**config.mk**
```make
export PLATFORM = sky130hd
export DESIGN_NAME = rtcc_calendar
export DESIGN_NICKNAME = d
export VERILOG_FILES = /design/src/pkg/rtcc_pkg.sv /design/src/hdl/rtcc_calendar.sv
export VERILOG_INCLUDE_DIRS = /design/src /design/src/pkg
export SDC_FILE = /design/constraint.sdc
export NUM_CORES = 1
export LEC_CHECK = 0
export BUFFER_PORTS_ARGS = -buffer_cell sky130_fd_sc_hd__buf_4
export CORE_MARGIN = 1
export CORE_UTILIZATION = 28
export DETAILED_ROUTE_END_ITERATION = 10
export SLEW_MARGIN = 15
export SYNTH_ARGS = -nofsm -noshare
export SYNTH_HDL_FRONTEND = slang
export SYNTH_SLANG_ARGS = --single-unit
```
**constraint.sdc**
```tcl
create_clock -name clk -period 9.6 [get_ports clk]
set_input_delay 1.44 -clock clk [delete_from_list [all_inputs] [get_ports clk]]
set_output_delay 1.44 -clock clk [all_outputs]
set_load 0.03 [all_outputs]
```
**src/pkg/rtcc_defs.svh**
```systemverilog
// offsets, field positions, reset values and masks for the calendar block
`ifndef RTCC_DEFS_SVH
`define RTCC_DEFS_SVH

// register byte offsets on the bus
`define RTCC_OFS_HOUR_MINUTE   8'h00
`define RTCC_OFS_MONTH_DAY     8'h04
`define RTCC_OFS_YEAR_WEEKDAY  8'h08
`define RTCC_OFS_IRQ_FLAGS     8'h0C
`define RTCC_OFS_IRQ_ENABLES   8'h10

// hour/minute field positions
`define RTCC_PM_BIT            14
`define RTCC_HOUR_TENS_LSB     12
`define RTCC_HOUR_UNITS_LSB    8
`define RTCC_MIN_TENS_LSB      4
`define RTCC_MIN_UNITS_LSB     0

// month/day and year/weekday field positions
`define RTCC_MONTH_TENS_BIT    12
`define RTCC_MONTH_UNITS_LSB   8
`define RTCC_DAY_TENS_LSB      4
`define RTCC_DAY_UNITS_LSB     0
`define RTCC_WEEKDAY_LSB       8
`define RTCC_YEAR_TENS_LSB     4
`define RTCC_YEAR_UNITS_LSB    0

// reset values of the counters
`define RTCC_RST_HOUR_TENS     2'h1
`define RTCC_RST_HOUR_UNITS    4'h2
`define RTCC_RST_MONTH_UNITS   4'h1
`define RTCC_RST_DAY_UNITS     4'h1

// flag bit positions
`define RTCC_FLAG_REGULATION   15
`define RTCC_FLAG_SW1HZ        14
`define RTCC_FLAG_SW10HZ       13
`define RTCC_FLAG_SW100HZ      12
`define RTCC_FLAG_ALARM        8
`define RTCC_FLAG_DAY          7
`define RTCC_FLAG_HOUR         6
`define RTCC_FLAG_MINUTE       5
`define RTCC_FLAG_SECOND       4
`define RTCC_FLAG_HALF         3
`define RTCC_FLAG_QUARTER      2
`define RTCC_FLAG_EIGHTH       1
`define RTCC_FLAG_THIRTYSECOND 0

// implemented flag and enable bits, reserved bits 11-9 read zero
`define RTCC_FLAG_MASK         16'hF1FF

// weekday range
`define RTCC_WEEKDAY_SUNDAY    3'h0
`define RTCC_WEEKDAY_SATURDAY  3'h6

// axi responses
`define RTCC_RESP_OKAY         2'h0
`define RTCC_RESP_SLVERR       2'h2

`endif

```
**src/pkg/rtcc_pkg.sv**
```systemverilog
// types shared by the calendar block
package rtcc_pkg;

   // time of day fields
   typedef struct packed {
      logic       pm;
      logic [1:0] hour_tens;
      logic [3:0] hour_units;
      logic [2:0] minute_tens;
      logic [3:0] minute_units;
   } rtcc_time_s;

   // date fields
   typedef struct packed {
      logic       month_tens;
      logic [3:0] month_units;
      logic [1:0] day_tens;
      logic [3:0] day_units;
   } rtcc_date_s;

   // year and day of week
   typedef struct packed {
      logic [2:0] weekday_count;
      logic [3:0] year_tens;
      logic [3:0] year_units;
   } rtcc_year_s;

   // one-cycle event pulses from the rest of the clock unit
   typedef struct packed {
      logic regulation_done;
      logic stopwatch_1hz;
      logic stopwatch_10hz;
      logic stopwatch_100hz;
      logic alarm_match;
      logic minute_step;
      logic second_tick;
      logic half_second;
      logic quarter_second;
      logic eighth_second;
      logic thirtysecond_second;
   } rtcc_events_s;

   // register select
   typedef enum logic [2:0] {
      RTCC_SEL_NONE,
      RTCC_SEL_HOUR_MINUTE,
      RTCC_SEL_MONTH_DAY,
      RTCC_SEL_YEAR_WEEKDAY,
      RTCC_SEL_FLAGS,
      RTCC_SEL_ENABLES
   } rtcc_sel_e;

endpackage : rtcc_pkg

```
**src/hdl/rtcc_calendar.sv**
```systemverilog
// calendar counters, interrupt flags and enables behind an axi4-lite slave
// Summary of operation
// pm indicator at bit 14 in 12-hour mode
// 24-hour mode writes clear pm unless pm is already set and written as one
// pm clears at next hour step after switch
// hour bcd, 1-12 or 0-23
// minute bcd 0 to 59
// software avoids digit writes while busy
// month bcd 1 to 12
// day bcd, limit follows month and leap
// weekday counts modulo seven, 0 to 6
// weekday zero is sunday, six saturday
// year two bcd digits 0 to 99
// flags sticky, cleared by writing one
// upper flags regulation and stopwatch, 11-9 zero
// lower flags alarm down to 1/32 second
// one enable per flag, same position
// enable written one enables, zero disables
// irq high when flag and enable set
// carries minute to hour, day, month, year
`timescale 1ns/100ps
`default_nettype none
`include "rtcc_defs.svh"

module rtcc_calendar
   import rtcc_pkg::*;
#(
   parameter int ADDR_W = 8
)
(
   // clock and reset
   input  wire logic              clk,
   input  wire logic              reset,
   // axi4-lite write address
   input  wire logic              awvalid,
   output logic                   awready,
   input  wire logic [ADDR_W-1:0] awaddr,
   input  wire logic [2:0]        awprot,
   // axi4-lite write data
   input  wire logic              wvalid,
   output logic                   wready,
   input  wire logic [31:0]       wdata,
   input  wire logic [3:0]        wstrb,
   // axi4-lite write response
   output logic                   bvalid,
   input  wire logic              bready,
   output logic [1:0]             bresp,
   // axi4-lite read address
   input  wire logic              arvalid,
   output logic                   arready,
   input  wire logic [ADDR_W-1:0] araddr,
   input  wire logic [2:0]        arprot,
   // axi4-lite read data
   output logic                   rvalid,
   input  wire logic              rready,
   output logic [31:0]            rdata,
   output logic [1:0]             rresp,
   // links to the rest of the clock unit
   input  wire logic              hour24_select,
   input  wire logic              clock_busy_status,
   input  wire rtcc_events_s      events,
   // interrupt request
   output logic                   irq
);

   // address decode shared by reads and writes
   function automatic rtcc_sel_e rtcc_decode(input logic [ADDR_W-1:0] addr);
      logic [7:0] a;
      a = 8'(addr) & 8'hFC;
      case (a)
         `RTCC_OFS_HOUR_MINUTE:  rtcc_decode = RTCC_SEL_HOUR_MINUTE;
         `RTCC_OFS_MONTH_DAY:    rtcc_decode = RTCC_SEL_MONTH_DAY;
         `RTCC_OFS_YEAR_WEEKDAY: rtcc_decode = RTCC_SEL_YEAR_WEEKDAY;
         `RTCC_OFS_IRQ_FLAGS:    rtcc_decode = RTCC_SEL_FLAGS;
         `RTCC_OFS_IRQ_ENABLES:  rtcc_decode = RTCC_SEL_ENABLES;
         default:                rtcc_decode = RTCC_SEL_NONE;
      endcase
   endfunction : rtcc_decode

   // merge the two low byte lanes of a write into an old value
   function automatic logic [15:0] rtcc_merge(input logic [15:0] old_val,
                                              input logic [31:0] data,
                                              input logic [3:0]  strb);
      rtcc_merge[7:0]  = strb[0] ? data[7:0]  : old_val[7:0];
      rtcc_merge[15:8] = strb[1] ? data[15:8] : old_val[15:8];
   endfunction : rtcc_merge

   // last day of a month in bcd, leap taken from the year digits
   function automatic logic [5:0] rtcc_last_day(input logic       mon_tens,
                                                input logic [3:0] mon_units,
                                                input logic [3:0] yr_tens,
                                                input logic [3:0] yr_units);
      logic leap;
      leap = yr_tens[0] ? (yr_units == 4'h2 || yr_units == 4'h6)
                        : (yr_units == 4'h0 || yr_units == 4'h4 || yr_units == 4'h8);
      if (!mon_tens && mon_units == 4'h2)
         rtcc_last_day = leap ? 6'h29 : 6'h28;
      else if ((!mon_tens && (mon_units == 4'h4 || mon_units == 4'h6 ||
                mon_units == 4'h9)) || (mon_tens && mon_units == 4'h1))
         rtcc_last_day = 6'h30;
      else
         rtcc_last_day = 6'h31;
   endfunction : rtcc_last_day

   // counter and register state
   rtcc_time_s        time_now;
   rtcc_date_s        date_now;
   rtcc_year_s        year_now;
   logic [15:0]       clock_irq_flags;
   logic [15:0]       clock_irq_enables;

   // next values of the carry chain
   rtcc_time_s        next_time;
   rtcc_date_s        next_date;
   rtcc_year_s        next_year;
   logic              hour_roll;
   logic              day_roll;

   // bus holding state
   logic              aw_full;
   logic              w_full;
   logic [ADDR_W-1:0] aw_addr;
   logic [31:0]       w_data;
   logic [3:0]        w_strb;
   logic              do_write;
   rtcc_sel_e         wr_sel;
   logic [15:0]       rd_word;
   logic [15:0]       hm_word;
   logic [15:0]       md_word;
   logic [15:0]       yw_word;
   logic [15:0]       hm_new;
   logic [15:0]       md_new;
   logic [15:0]       yw_new;
   logic [15:0]       set_vec;
   logic [15:0]       clr_vec;

   // packed register views
   assign hm_word = {1'b0, time_now.pm, time_now.hour_tens, time_now.hour_units,
                     1'b0, time_now.minute_tens, time_now.minute_units};
   assign md_word = {3'h0, date_now.month_tens, date_now.month_units,
                     2'h0, date_now.day_tens, date_now.day_units};
   assign yw_word = {5'h00, year_now.weekday_count, year_now.year_tens,
                     year_now.year_units};

   // minute to year carry chain, evaluated on each minute step
   always_comb
   begin
      next_time = time_now;
      next_date = date_now;
      next_year = year_now;
      hour_roll = 1'b0;
      day_roll  = 1'b0;
      // minute 00..59
      if (time_now.minute_units == 4'h9)
      begin
         next_time.minute_units = 4'h0;
         if (time_now.minute_tens == 3'h5)
         begin
            next_time.minute_tens = 3'h0;
            hour_roll             = 1'b1;
         end
         else
            next_time.minute_tens = time_now.minute_tens + 3'h1;
      end
      else
         next_time.minute_units = time_now.minute_units + 4'h1;
      // hour step in either mode
      if (hour_roll)
      begin
         if (hour24_select)
         begin
            next_time.pm = 1'b0;
            if (time_now.hour_tens == 2'h2 && time_now.hour_units == 4'h3)
            begin
               next_time.hour_tens  = 2'h0;
               next_time.hour_units = 4'h0;
               day_roll             = 1'b1;
            end
            else if (time_now.hour_units == 4'h9)
            begin
               next_time.hour_tens  = time_now.hour_tens + 2'h1;
               next_time.hour_units = 4'h0;
            end
            else
               next_time.hour_units = time_now.hour_units + 4'h1;
         end
         else
         begin
            if (time_now.hour_tens == 2'h1 && time_now.hour_units == 4'h2)
            begin
               next_time.hour_tens  = 2'h0;
               next_time.hour_units = 4'h1;
            end
            else if (time_now.hour_tens == 2'h1 && time_now.hour_units == 4'h1)
            begin
               // eleven to twelve flips the half of the day
               next_time.hour_units = 4'h2;
               next_time.pm         = ~time_now.pm;
               day_roll             = time_now.pm;
            end
            else if (time_now.hour_units == 4'h9)
            begin
               next_time.hour_tens  = 2'h1;
               next_time.hour_units = 4'h0;
            end
            else
               next_time.hour_units = time_now.hour_units + 4'h1;
         end
      end
      // day, weekday, month and year
      if (day_roll)
      begin
         if (year_now.weekday_count >= `RTCC_WEEKDAY_SATURDAY)
            next_year.weekday_count = `RTCC_WEEKDAY_SUNDAY;
         else
            next_year.weekday_count = year_now.weekday_count + 3'h1;
         if ({date_now.day_tens, date_now.day_units} >=
             rtcc_last_day(date_now.month_tens, date_now.month_units,
                           year_now.year_tens, year_now.year_units))
         begin
            next_date.day_tens  = 2'h0;
            next_date.day_units = 4'h1;
            if (date_now.month_tens && date_now.month_units == 4'h2)
            begin
               next_date.month_tens  = 1'b0;
               next_date.month_units = 4'h1;
               if (year_now.year_units == 4'h9)
               begin
                  next_year.year_units = 4'h0;
                  next_year.year_tens  = (year_now.year_tens == 4'h9) ? 4'h0
                                         : year_now.year_tens + 4'h1;
               end
               else
                  next_year.year_units = year_now.year_units + 4'h1;
            end
            else if (date_now.month_units == 4'h9)
            begin
               next_date.month_tens  = 1'b1;
               next_date.month_units = 4'h0;
            end
            else
               next_date.month_units = date_now.month_units + 4'h1;
         end
         else if (date_now.day_units == 4'h9)
         begin
            next_date.day_tens  = date_now.day_tens + 2'h1;
            next_date.day_units = 4'h0;
         end
         else
            next_date.day_units = date_now.day_units + 4'h1;
      end
   end

   // software write to the hour/minute word, pm guarded in 24-hour mode
   always_comb
   begin
      hm_new = rtcc_merge(hm_word, w_data, w_strb);
      if (hour24_select && !(hm_new[`RTCC_PM_BIT] && hm_word[`RTCC_PM_BIT]))
         hm_new[`RTCC_PM_BIT] = 1'b0;
   end

   // merged write words for the date registers, byte lanes applied once
   assign md_new = rtcc_merge(md_word, w_data, w_strb);
   assign yw_new = rtcc_merge(yw_word, w_data, w_strb);

   // counters: a bus write takes precedence over a step in the same cycle;
   // software is expected to stay off the digits while busy, so the busy
   // input is not used to block anything here
   always_ff @(posedge clk or posedge reset)
   begin
      if (reset)
      begin
         time_now <= '{pm: 1'b0, hour_tens: `RTCC_RST_HOUR_TENS,
                       hour_units: `RTCC_RST_HOUR_UNITS,
                       minute_tens: 3'h0, minute_units: 4'h0};
         date_now <= '{month_tens: 1'b0, month_units: `RTCC_RST_MONTH_UNITS,
                       day_tens: 2'h0, day_units: `RTCC_RST_DAY_UNITS};
         year_now <= '{weekday_count: 3'h0, year_tens: 4'h0, year_units: 4'h0};
      end
      else
      begin
         if (events.minute_step)
         begin
            time_now <= next_time;
            date_now <= next_date;
            year_now <= next_year;
         end
         if (do_write && wr_sel == RTCC_SEL_HOUR_MINUTE)
         begin
            time_now.pm           <= hm_new[`RTCC_PM_BIT];
            time_now.hour_tens    <= hm_new[`RTCC_HOUR_TENS_LSB +: 2];
            time_now.hour_units   <= hm_new[`RTCC_HOUR_UNITS_LSB +: 4];
            time_now.minute_tens  <= hm_new[`RTCC_MIN_TENS_LSB +: 3];
            time_now.minute_units <= hm_new[`RTCC_MIN_UNITS_LSB +: 4];
         end
         if (do_write && wr_sel == RTCC_SEL_MONTH_DAY)
         begin
            date_now <= rtcc_date_s'({md_new[`RTCC_MONTH_TENS_BIT -: 5],
                                      md_new[`RTCC_DAY_TENS_LSB + 1 : 0]});
         end
         if (do_write && wr_sel == RTCC_SEL_YEAR_WEEKDAY)
         begin
            year_now <= rtcc_year_s'(yw_new[`RTCC_WEEKDAY_LSB + 2 : 0]);
         end
      end
   end

   // flag sources and software clears
   always_comb
   begin
      set_vec = 16'h0000;
      set_vec[`RTCC_FLAG_REGULATION]   = events.regulation_done;
      set_vec[`RTCC_FLAG_SW1HZ]        = events.stopwatch_1hz;
      set_vec[`RTCC_FLAG_SW10HZ]       = events.stopwatch_10hz;
      set_vec[`RTCC_FLAG_SW100HZ]      = events.stopwatch_100hz;
      set_vec[`RTCC_FLAG_ALARM]        = events.alarm_match;
      set_vec[`RTCC_FLAG_DAY]          = events.minute_step & day_roll;
      set_vec[`RTCC_FLAG_HOUR]         = events.minute_step & hour_roll;
      set_vec[`RTCC_FLAG_MINUTE]       = events.minute_step;
      set_vec[`RTCC_FLAG_SECOND]       = events.second_tick;
      set_vec[`RTCC_FLAG_HALF]         = events.half_second;
      set_vec[`RTCC_FLAG_QUARTER]      = events.quarter_second;
      set_vec[`RTCC_FLAG_EIGHTH]       = events.eighth_second;
      set_vec[`RTCC_FLAG_THIRTYSECOND] = events.thirtysecond_second;
      clr_vec = 16'h0000;
      if (do_write && wr_sel == RTCC_SEL_FLAGS)
         clr_vec = rtcc_merge(16'h0000, w_data, w_strb);
   end

   // sticky flags: an event in the clearing cycle survives
   always_ff @(posedge clk or posedge reset)
   begin
      if (reset)
         clock_irq_flags <= 16'h0000;
      else
         clock_irq_flags <= ((clock_irq_flags & ~clr_vec) | set_vec)
                            & `RTCC_FLAG_MASK;
   end

   // enables, plain read/write at the flag positions
   always_ff @(posedge clk or posedge reset)
   begin
      if (reset)
         clock_irq_enables <= 16'h0000;
      else if (do_write && wr_sel == RTCC_SEL_ENABLES)
         clock_irq_enables <= rtcc_merge(clock_irq_enables, w_data, w_strb)
                              & `RTCC_FLAG_MASK;
   end

   // interrupt request, registered so it lags the flag by one cycle
   always_ff @(posedge clk or posedge reset)
   begin
      if (reset)
         irq <= 1'b0;
      else
         irq <= |(clock_irq_flags & clock_irq_enables);
   end

   // write address channel, held until the response is taken
   always_ff @(posedge clk or posedge reset)
   begin
      if (reset)
      begin
         awready <= 1'b0;
         aw_full <= 1'b0;
         aw_addr <= '0;
      end
      else if (awvalid && awready)
      begin
         awready <= 1'b0;
         aw_full <= 1'b1;
         aw_addr <= awaddr;
      end
      else if (bvalid && bready)
      begin
         awready <= 1'b1;
         aw_full <= 1'b0;
      end
      else if (!aw_full && !bvalid)
         awready <= 1'b1;
   end

   // write data channel, independent of the address
   always_ff @(posedge clk or posedge reset)
   begin
      if (reset)
      begin
         wready <= 1'b0;
         w_full <= 1'b0;
         w_data <= 32'h00000000;
         w_strb <= 4'h0;
      end
      else if (wvalid && wready)
      begin
         wready <= 1'b0;
         w_full <= 1'b1;
         w_data <= wdata;
         w_strb <= wstrb;
      end
      else if (bvalid && bready)
      begin
         wready <= 1'b1;
         w_full <= 1'b0;
      end
      else if (!w_full && !bvalid)
         wready <= 1'b1;
   end

   // write takes effect once both halves are held
   assign do_write = aw_full & w_full & ~bvalid;
   assign wr_sel   = rtcc_decode(aw_addr);

   // write response; unmapped addresses answer slverr and change nothing
   always_ff @(posedge clk or posedge reset)
   begin
      if (reset)
      begin
         bvalid <= 1'b0;
         bresp  <= `RTCC_RESP_OKAY;
      end
      else if (do_write)
      begin
         bvalid <= 1'b1;
         bresp  <= (wr_sel == RTCC_SEL_NONE) ? `RTCC_RESP_SLVERR : `RTCC_RESP_OKAY;
      end
      else if (bvalid && bready)
         bvalid <= 1'b0;
   end

   // read multiplexer
   always_comb
   begin
      case (rtcc_decode(araddr))
         RTCC_SEL_HOUR_MINUTE:  rd_word = hm_word;
         RTCC_SEL_MONTH_DAY:    rd_word = md_word;
         RTCC_SEL_YEAR_WEEKDAY: rd_word = yw_word;
         RTCC_SEL_FLAGS:        rd_word = clock_irq_flags;
         RTCC_SEL_ENABLES:      rd_word = clock_irq_enables;
         default:               rd_word = 16'h0000;
      endcase
   end

   // read channel, one outstanding read, data sampled at acceptance
   always_ff @(posedge clk or posedge reset)
   begin
      if (reset)
      begin
         arready <= 1'b0;
         rvalid  <= 1'b0;
         rdata   <= 32'h00000000;
         rresp   <= `RTCC_RESP_OKAY;
      end
      else if (arvalid && arready)
      begin
         arready <= 1'b0;
         rvalid  <= 1'b1;
         rdata   <= {16'h0000, rd_word};
         rresp   <= (rtcc_decode(araddr) == RTCC_SEL_NONE) ? `RTCC_RESP_SLVERR
                                                           : `RTCC_RESP_OKAY;
      end
      else if (rvalid && rready)
      begin
         rvalid  <= 1'b0;
         arready <= 1'b1;
      end
      else if (!rvalid)
         arready <= 1'b1;
   end

endmodule : rtcc_calendar
`default_nettype wire

```
# ---- After elaboration in Yosys (flattened, before gate mapping)
# Cells that the tools add are included.
dict set report classes {
  add_sub_neg 10
  eq_ne 48
  muxes 78
  magnitude_cmp 2
  n_reduce_logical 73
  bitwise 10
}
# op count
set op_table {}
lappend op_table {{$pmux 16 s5} 1}
lappend op_table {{$mux 11} 6}
lappend op_table {{$mux 8} 5}
lappend op_table {{$and 16x16->16} 2}
lappend op_table {{$mux 4} 8}
lappend op_table {{$mux 6} 5}
lappend op_table {{$pmux 3 s5} 2}
lappend op_table {{$reduce_bool 2->1} 15}
lappend op_table {{$mux 1} 29}
lappend op_table {{$eq 4x4->1 const B} 7}
lappend op_table {{$mux 14} 2}
lappend op_table {{$mux 7} 4}
lappend op_table {{$add 4x1->4 const B} 6}
lappend op_table {{$eq 6x2->1 const B} 4}
lappend op_table {{$logic_and 1x1->1} 21}
lappend op_table {{$mux 5} 4}
lappend op_table {{$eq 4x2->1 const B} 4}
lappend op_table {{$eq 4x3->1 const B} 4}
lappend op_table {{$logic_not 8->1} 2}
lappend op_table {{$mux 16} 1}
lappend op_table {{$not 16->16} 1}
lappend op_table {{$or 16x16->16} 1}
lappend op_table {{$reduce_or 16->1} 1}
lappend op_table {{$eq 3x3->1 const B} 5}
lappend op_table {{31 further kinds} 81}
dict set report totals {
  word_cells 250
  output_inout_bits 42
  ff_bits 116
  in_bits 78
}

# ---- Depth between registers and ports, before layout
dict set report logic_depth {
  word_depth 13
  depth_mapped 13
  ltp_nobuf 12
}

# ---- Least setup slack after synthesis
# Ideal clock, no wire load.
dict set report synth_timing {
  path_kind {in2reg}
  start {in hour24_select}
  end {reg date_now[7] in the netlist's numbering}
  required_time_ns 9.475
  arrival_time_ns 2.903
  n_path_buf 2
  setup_time_ns 0.125
  cell_stages 7
  setup_slack_ns 6.572
  path_cell_list {buf_2 nor3b_1 nand3_1 a21o_1 buf_6 o31ai_4 mux2_4}
}
dict set report synth_via {
  elab_chain_cells 4
}
# element line_no
set synth_lines {}
lappend synth_lines {{from (decl)} rtcc_calendar.sv:59} ;# input wire logic hour24_select,
lappend synth_lines {{$mux 1} rtcc_calendar.sv:170} ;# if (hour24_select)
lappend synth_lines {{$mux 1} rtcc_calendar.sv:168} ;# if (hour_roll)
lappend synth_lines {{$reduce_bool 2->1 (no source line)} -}
lappend synth_lines {{$reduce_and 4->1 (no source line)} -}
lappend synth_lines {{to (signal assigned)} rtcc_calendar.sv:276} ;# date_now <= '{month_tens: 1'b0, month_units: `RTCC_RST_MONTH_UNITS,
lappend synth_lines {{to (signal assigned)} rtcc_calendar.sv:285} ;# date_now <= next_date;
lappend synth_lines {{to (signal assigned)} rtcc_calendar.sv:298} ;# date_now <= rtcc_date_s'({md_new[`RTCC_MONTH_TENS_BIT -: 5],
lappend synth_lines {{to (decl)} rtcc_calendar.sv:107} ;# rtcc_date_s date_now;
# No other way between the ends.
# A chain may end at the register's enable or synchronous reset.

# ---- Final worst setup path
dict set report layout_timing {
  start {reg year_now[4] in the netlist's numbering}
  end {reg date_now[7] in the netlist's numbering}
}
dict set report layout_via {
  elab_chain_cells 7
}
# element line_no
set layout_lines {}
lappend layout_lines {{from (decl)} rtcc_calendar.sv:108} ;# rtcc_year_s year_now;
lappend layout_lines {{from (signal assigned)} rtcc_calendar.sv:278} ;# year_now <= '{weekday_count: 3'h0, year_tens: 4'h0, year_units: 4'h0};
lappend layout_lines {{from (signal assigned)} rtcc_calendar.sv:286} ;# year_now <= next_year;
lappend layout_lines {{from (signal assigned)} rtcc_calendar.sv:303} ;# year_now <= rtcc_year_s'(yw_new[`RTCC_WEEKDAY_LSB + 2 : 0]);
lappend layout_lines {{$mux 1} rtcc_calendar.sv:94} ;# leap = yr_tens[0] ? (yr_units == 4'h2 || yr_units == 4'h6)
lappend layout_lines {{$mux 1} rtcc_calendar.sv:97} ;# rtcc_last_day = leap ? 6'h29 : 6'h28;
lappend layout_lines {{$mux 5} rtcc_calendar.sv:96} ;# if (!mon_tens && mon_units == 4'h2)
lappend layout_lines {{$mux 6} rtcc_calendar.sv:211} ;# if (day_roll)
lappend layout_lines {{$ge 6x6->1} rtcc_calendar.sv:217} ;# if ({date_now.day_tens, date_now.day_units} >=
lappend layout_lines {{$reduce_bool 2->1 (no source line)} -}
lappend layout_lines {{$reduce_and 4->1 (no source line)} -}
# No other way between the ends. The select of a mux whose other input is x is not followed.

==> flow_summary.ini <==
[run_status]
run_status = complete, no violations

[worst_setup_path]
critical-path-top-delay-family = compound AO/OA/AOI/OAI gates
critical_path.startpoint_type = flop
cpMaxStageDelayCell = dfrtp_1
endpoint = date_now[7]
worst_ep_required_time_ns = 9.85
worstPathCellList = a211oi_1 -> a31oi_1 -> o21ai_0 -> a2111oi_0 -> a31oi_1 -> ha_1 -> nor4b_1 -> nor2_1 -> a21oi_1 -> o31ai_4 -> mux2_4
rr_startpoint = year_now[4]
critPathBufInv = 0
worst-setup-path-type = flop to flop
reg2reg_slack_ns = 6.31
timing.critical_path.from = year_now[4]
crit_fanout = 10
critPathMostFrequentCell = a31oi_1
end_kind = flop
r2r_end = date_now[7]
cp.depth = 11
crit_arrival_ns = 3.54
crit_path_max_incr_delay_ns = 0.53
timing.reg2reg.worst_path_depth = 11

[synth]
adder_cell_area_share_of_the_yosys_netlist = 0.0120
synth_cell_type_count = 76
synth_top_family_by_area = compound AO/OA/AOI/OAI gates
xor_xnor_portion_of_the_synthesized_cell_area = 0.00140
seq_area_frac_synth = 0.449
ys_top_cells_by_area = dfrtp_1, mux2_2, nand2_1, o21ai_0, mux2i_1
portion_of_netlist_area_occupied_by_mux_cells = 0.102
synth-compound-area-share = 0.204
yosysWarnings = 0
netlist_area_um2 = 6260
synth-edff-count = 0
ys_seq_elements = 112
synthArstFlopShare = 1.00
yosys.area.top_type = dfrtp_1
post_synth_and_or_nand_nor_area_fraction = 0.168
ys.flop_type = dfrtp_1
post-synth-top-area-fraction = 0.432
post_synth_inst_count = 643
postSynthAreaPerCell_um2 = 9.74

[power]
power_density_nw_per_um2 = 246
p_leak_nw = 3.04
vdd_drop_max_mv = 0.139

[sta]
period_share = 0.343
achievable-frequency_mhz = 304
timing.setup.tns_ns = 0
report.final.setup_viol = 0
final_critical_path_setup_slack_ns = 6.31
maxSlewViolCount = 0
rsz0062_at_grt = false
worst-slew-pin-transition_ns = 1.00
report.final.hold_viol_count = 0
worst_slew_margin_rel = 0.330
finClkSkew_ns = 0.0134
min_period_ns = 3.29

[global_route]
grt_start_max_net_pins = 59
grt_first_pass_wirelength_um = 26300
grt_pass1_vias = 4661
track_usage = 0.152
grt_antenna_before_repair = 0
overflow = 0

[drt]
routed-via-count = 5011
viasPerCell = 5.12
drt-pass1-iter-count = 5
wire_per_inst_um = 17.1
routed.top_layer = met4
drcViolationCount = 0
wl_met1_um = 8090
detailroute.wirelength.met2_um = 7400
dr_wl_met3_um = 1020
drt-total-wl_um = 16700
drt_iter0_markers = 355
drt.antenna.violating_nets = 0

[clock_tree]
cts_max_level = 3
cts_resized = 0
clock_latency_ns = 0.36
ctsHoldBuffers = 0
numCtsBuffers = 9
worst_setup_hold_path_clk_slew_ns = 0.08
clock_tree_from_tritoncts = built
clkSinkCount = 112
clockBufferDepth = 2
post_cts.repair.setup_buffers = 0
clk_root_buffer_cell = clkbuf_16

[place]
gpl.final_weighted_congestion = 0.821
placement.setup.worst_slack_ns = 6.28
portBuffers = 72
dp.final_hpwl_um = 12100

[final_layout]
final_cell_mix = dfrtp_1, nand2_1, buf_4
final_common_cell = dfrtp_1
nNetsFinal = 777
drive_gt1_frac = 0.229
syn_to_final_growth_pct = 16.2
utilization = 0.332
num_antenna_cells = 0

[floorplanning]
die-area_um2 = 23000
coreArea_um2 = 21900
die_x_um = 152
num_io_pins = 120
floorplan.initialDensity = 0.286
num_rows = 54
overall_die_height_um = 152

[min_path]
timing.hold.worst.class = flop to flop

[run]
drv.max_cap_violation_count = 0
## metrics by stage
step | instances | total power, mW | instance area [um2] | hold WS [ns]
2_1_floorplan | 660 | 1.19 | 6320 | 0.456
3_3_place_gp | 962 | 1.36 | 6930 | 0.461
3_5_place_dp | 962 | 1.37 | 6930 | 0.473
4_1_cts | 978 | 1.81 | 7270 | 0.491
5_1_grt | 978 | 1.90 | 7270 | 0.513
6_report | 978 | 1.79 | 7270 | 0.480
## cell type report
class                   count  area (um2)
flip-flops and latches    112        2810
repair buffers             75         563
clock inverters             6         101
fillers                  2291       14600
clock buffers              10         239
multi-input cells         473        3130
inverters                  22        85.1
well taps                 280         350
## worst reg2reg max path, cell delays in order, from the launching register on
cell       delay, ns
dfrtp_1         0.53
a211oi_1        0.10
a31oi_1         0.14
o21ai_0         0.09
a2111oi_0       0.41
a31oi_1         0.11
ha_1            0.29
nor4b_1         0.37
nor2_1          0.09
a21oi_1         0.52
o31ai_4         0.20
mux2_4          0.33
## report_power, final
part           switching, mW  internal [mW]  total, mW
Sequential             0.226          0.613      0.839
Clock                  0.184          0.240      0.424
Combinational          0.277          0.247      0.524
## cells by family (layout without fill, tap and decap cells)
group | count (synthesis) | in the layout
compound gates | 186 | 186
xor+xnor | 1 | 1
buf+inv | 75 | 113
other cells | 1 | 18
flops | 112 | 112
fa+ha+maj | 6 | 6
simple gates | 204 | 204
mux | 58 | 58
## synthesized netlist by cell type (all sizes together), types with 5 or more instances
| cell | count |
|---|---|
| a211oi | 7 |
| a21o | 14 |
| a21oi | 27 |
| a221oi | 9 |
| a222oi | 5 |
| a22oi | 12 |
| a31oi | 9 |
| and3 | 6 |
| buf | 35 |
| clkbuf | 18 |
| dfrtp | 108 |
| ha | 6 |
| inv | 22 |
| mux2 | 44 |
| mux2i | 14 |
| nand2 | 86 |
| nand2b | 7 |
| nand3 | 11 |
| nand4 | 7 |
| nor2 | 38 |
| nor2b | 7 |
| nor3 | 14 |
| nor3b | 5 |
| nor4 | 5 |
| o21ai | 62 |
## registers in the layout (all words and copies together), names as in the netlist, 2 cells and up
register	cells
w_strb	2
year_now	11
aw_addr	6
rdata	16
w_data	16
hm_word	14
clock_irq_flags	13
date_now	11
clock_irq_enables	13
## layer usage
layer	track usage	up-vias
li1	-	2414
met4	0.0411	0
met3	0.0371	14
met2	0.227	139
met5	0	-
met1	0.217	2444
## worst min-delay path by stage
stage | to | cells after the start | start
after floorplan | w_full | 2 | w_full
after detailed placement | rdata[14] | 2 | rdata[14]
final | rdata[14] | 2 | rdata[14]
after global routing | rdata[8] | 2 | rdata[8]
after global placement | rdata[11] | 2 | rdata[11]
after CTS | rdata[7] | 2 | rdata[7]
No activity file was read; power rests on OpenSTA's default activity.
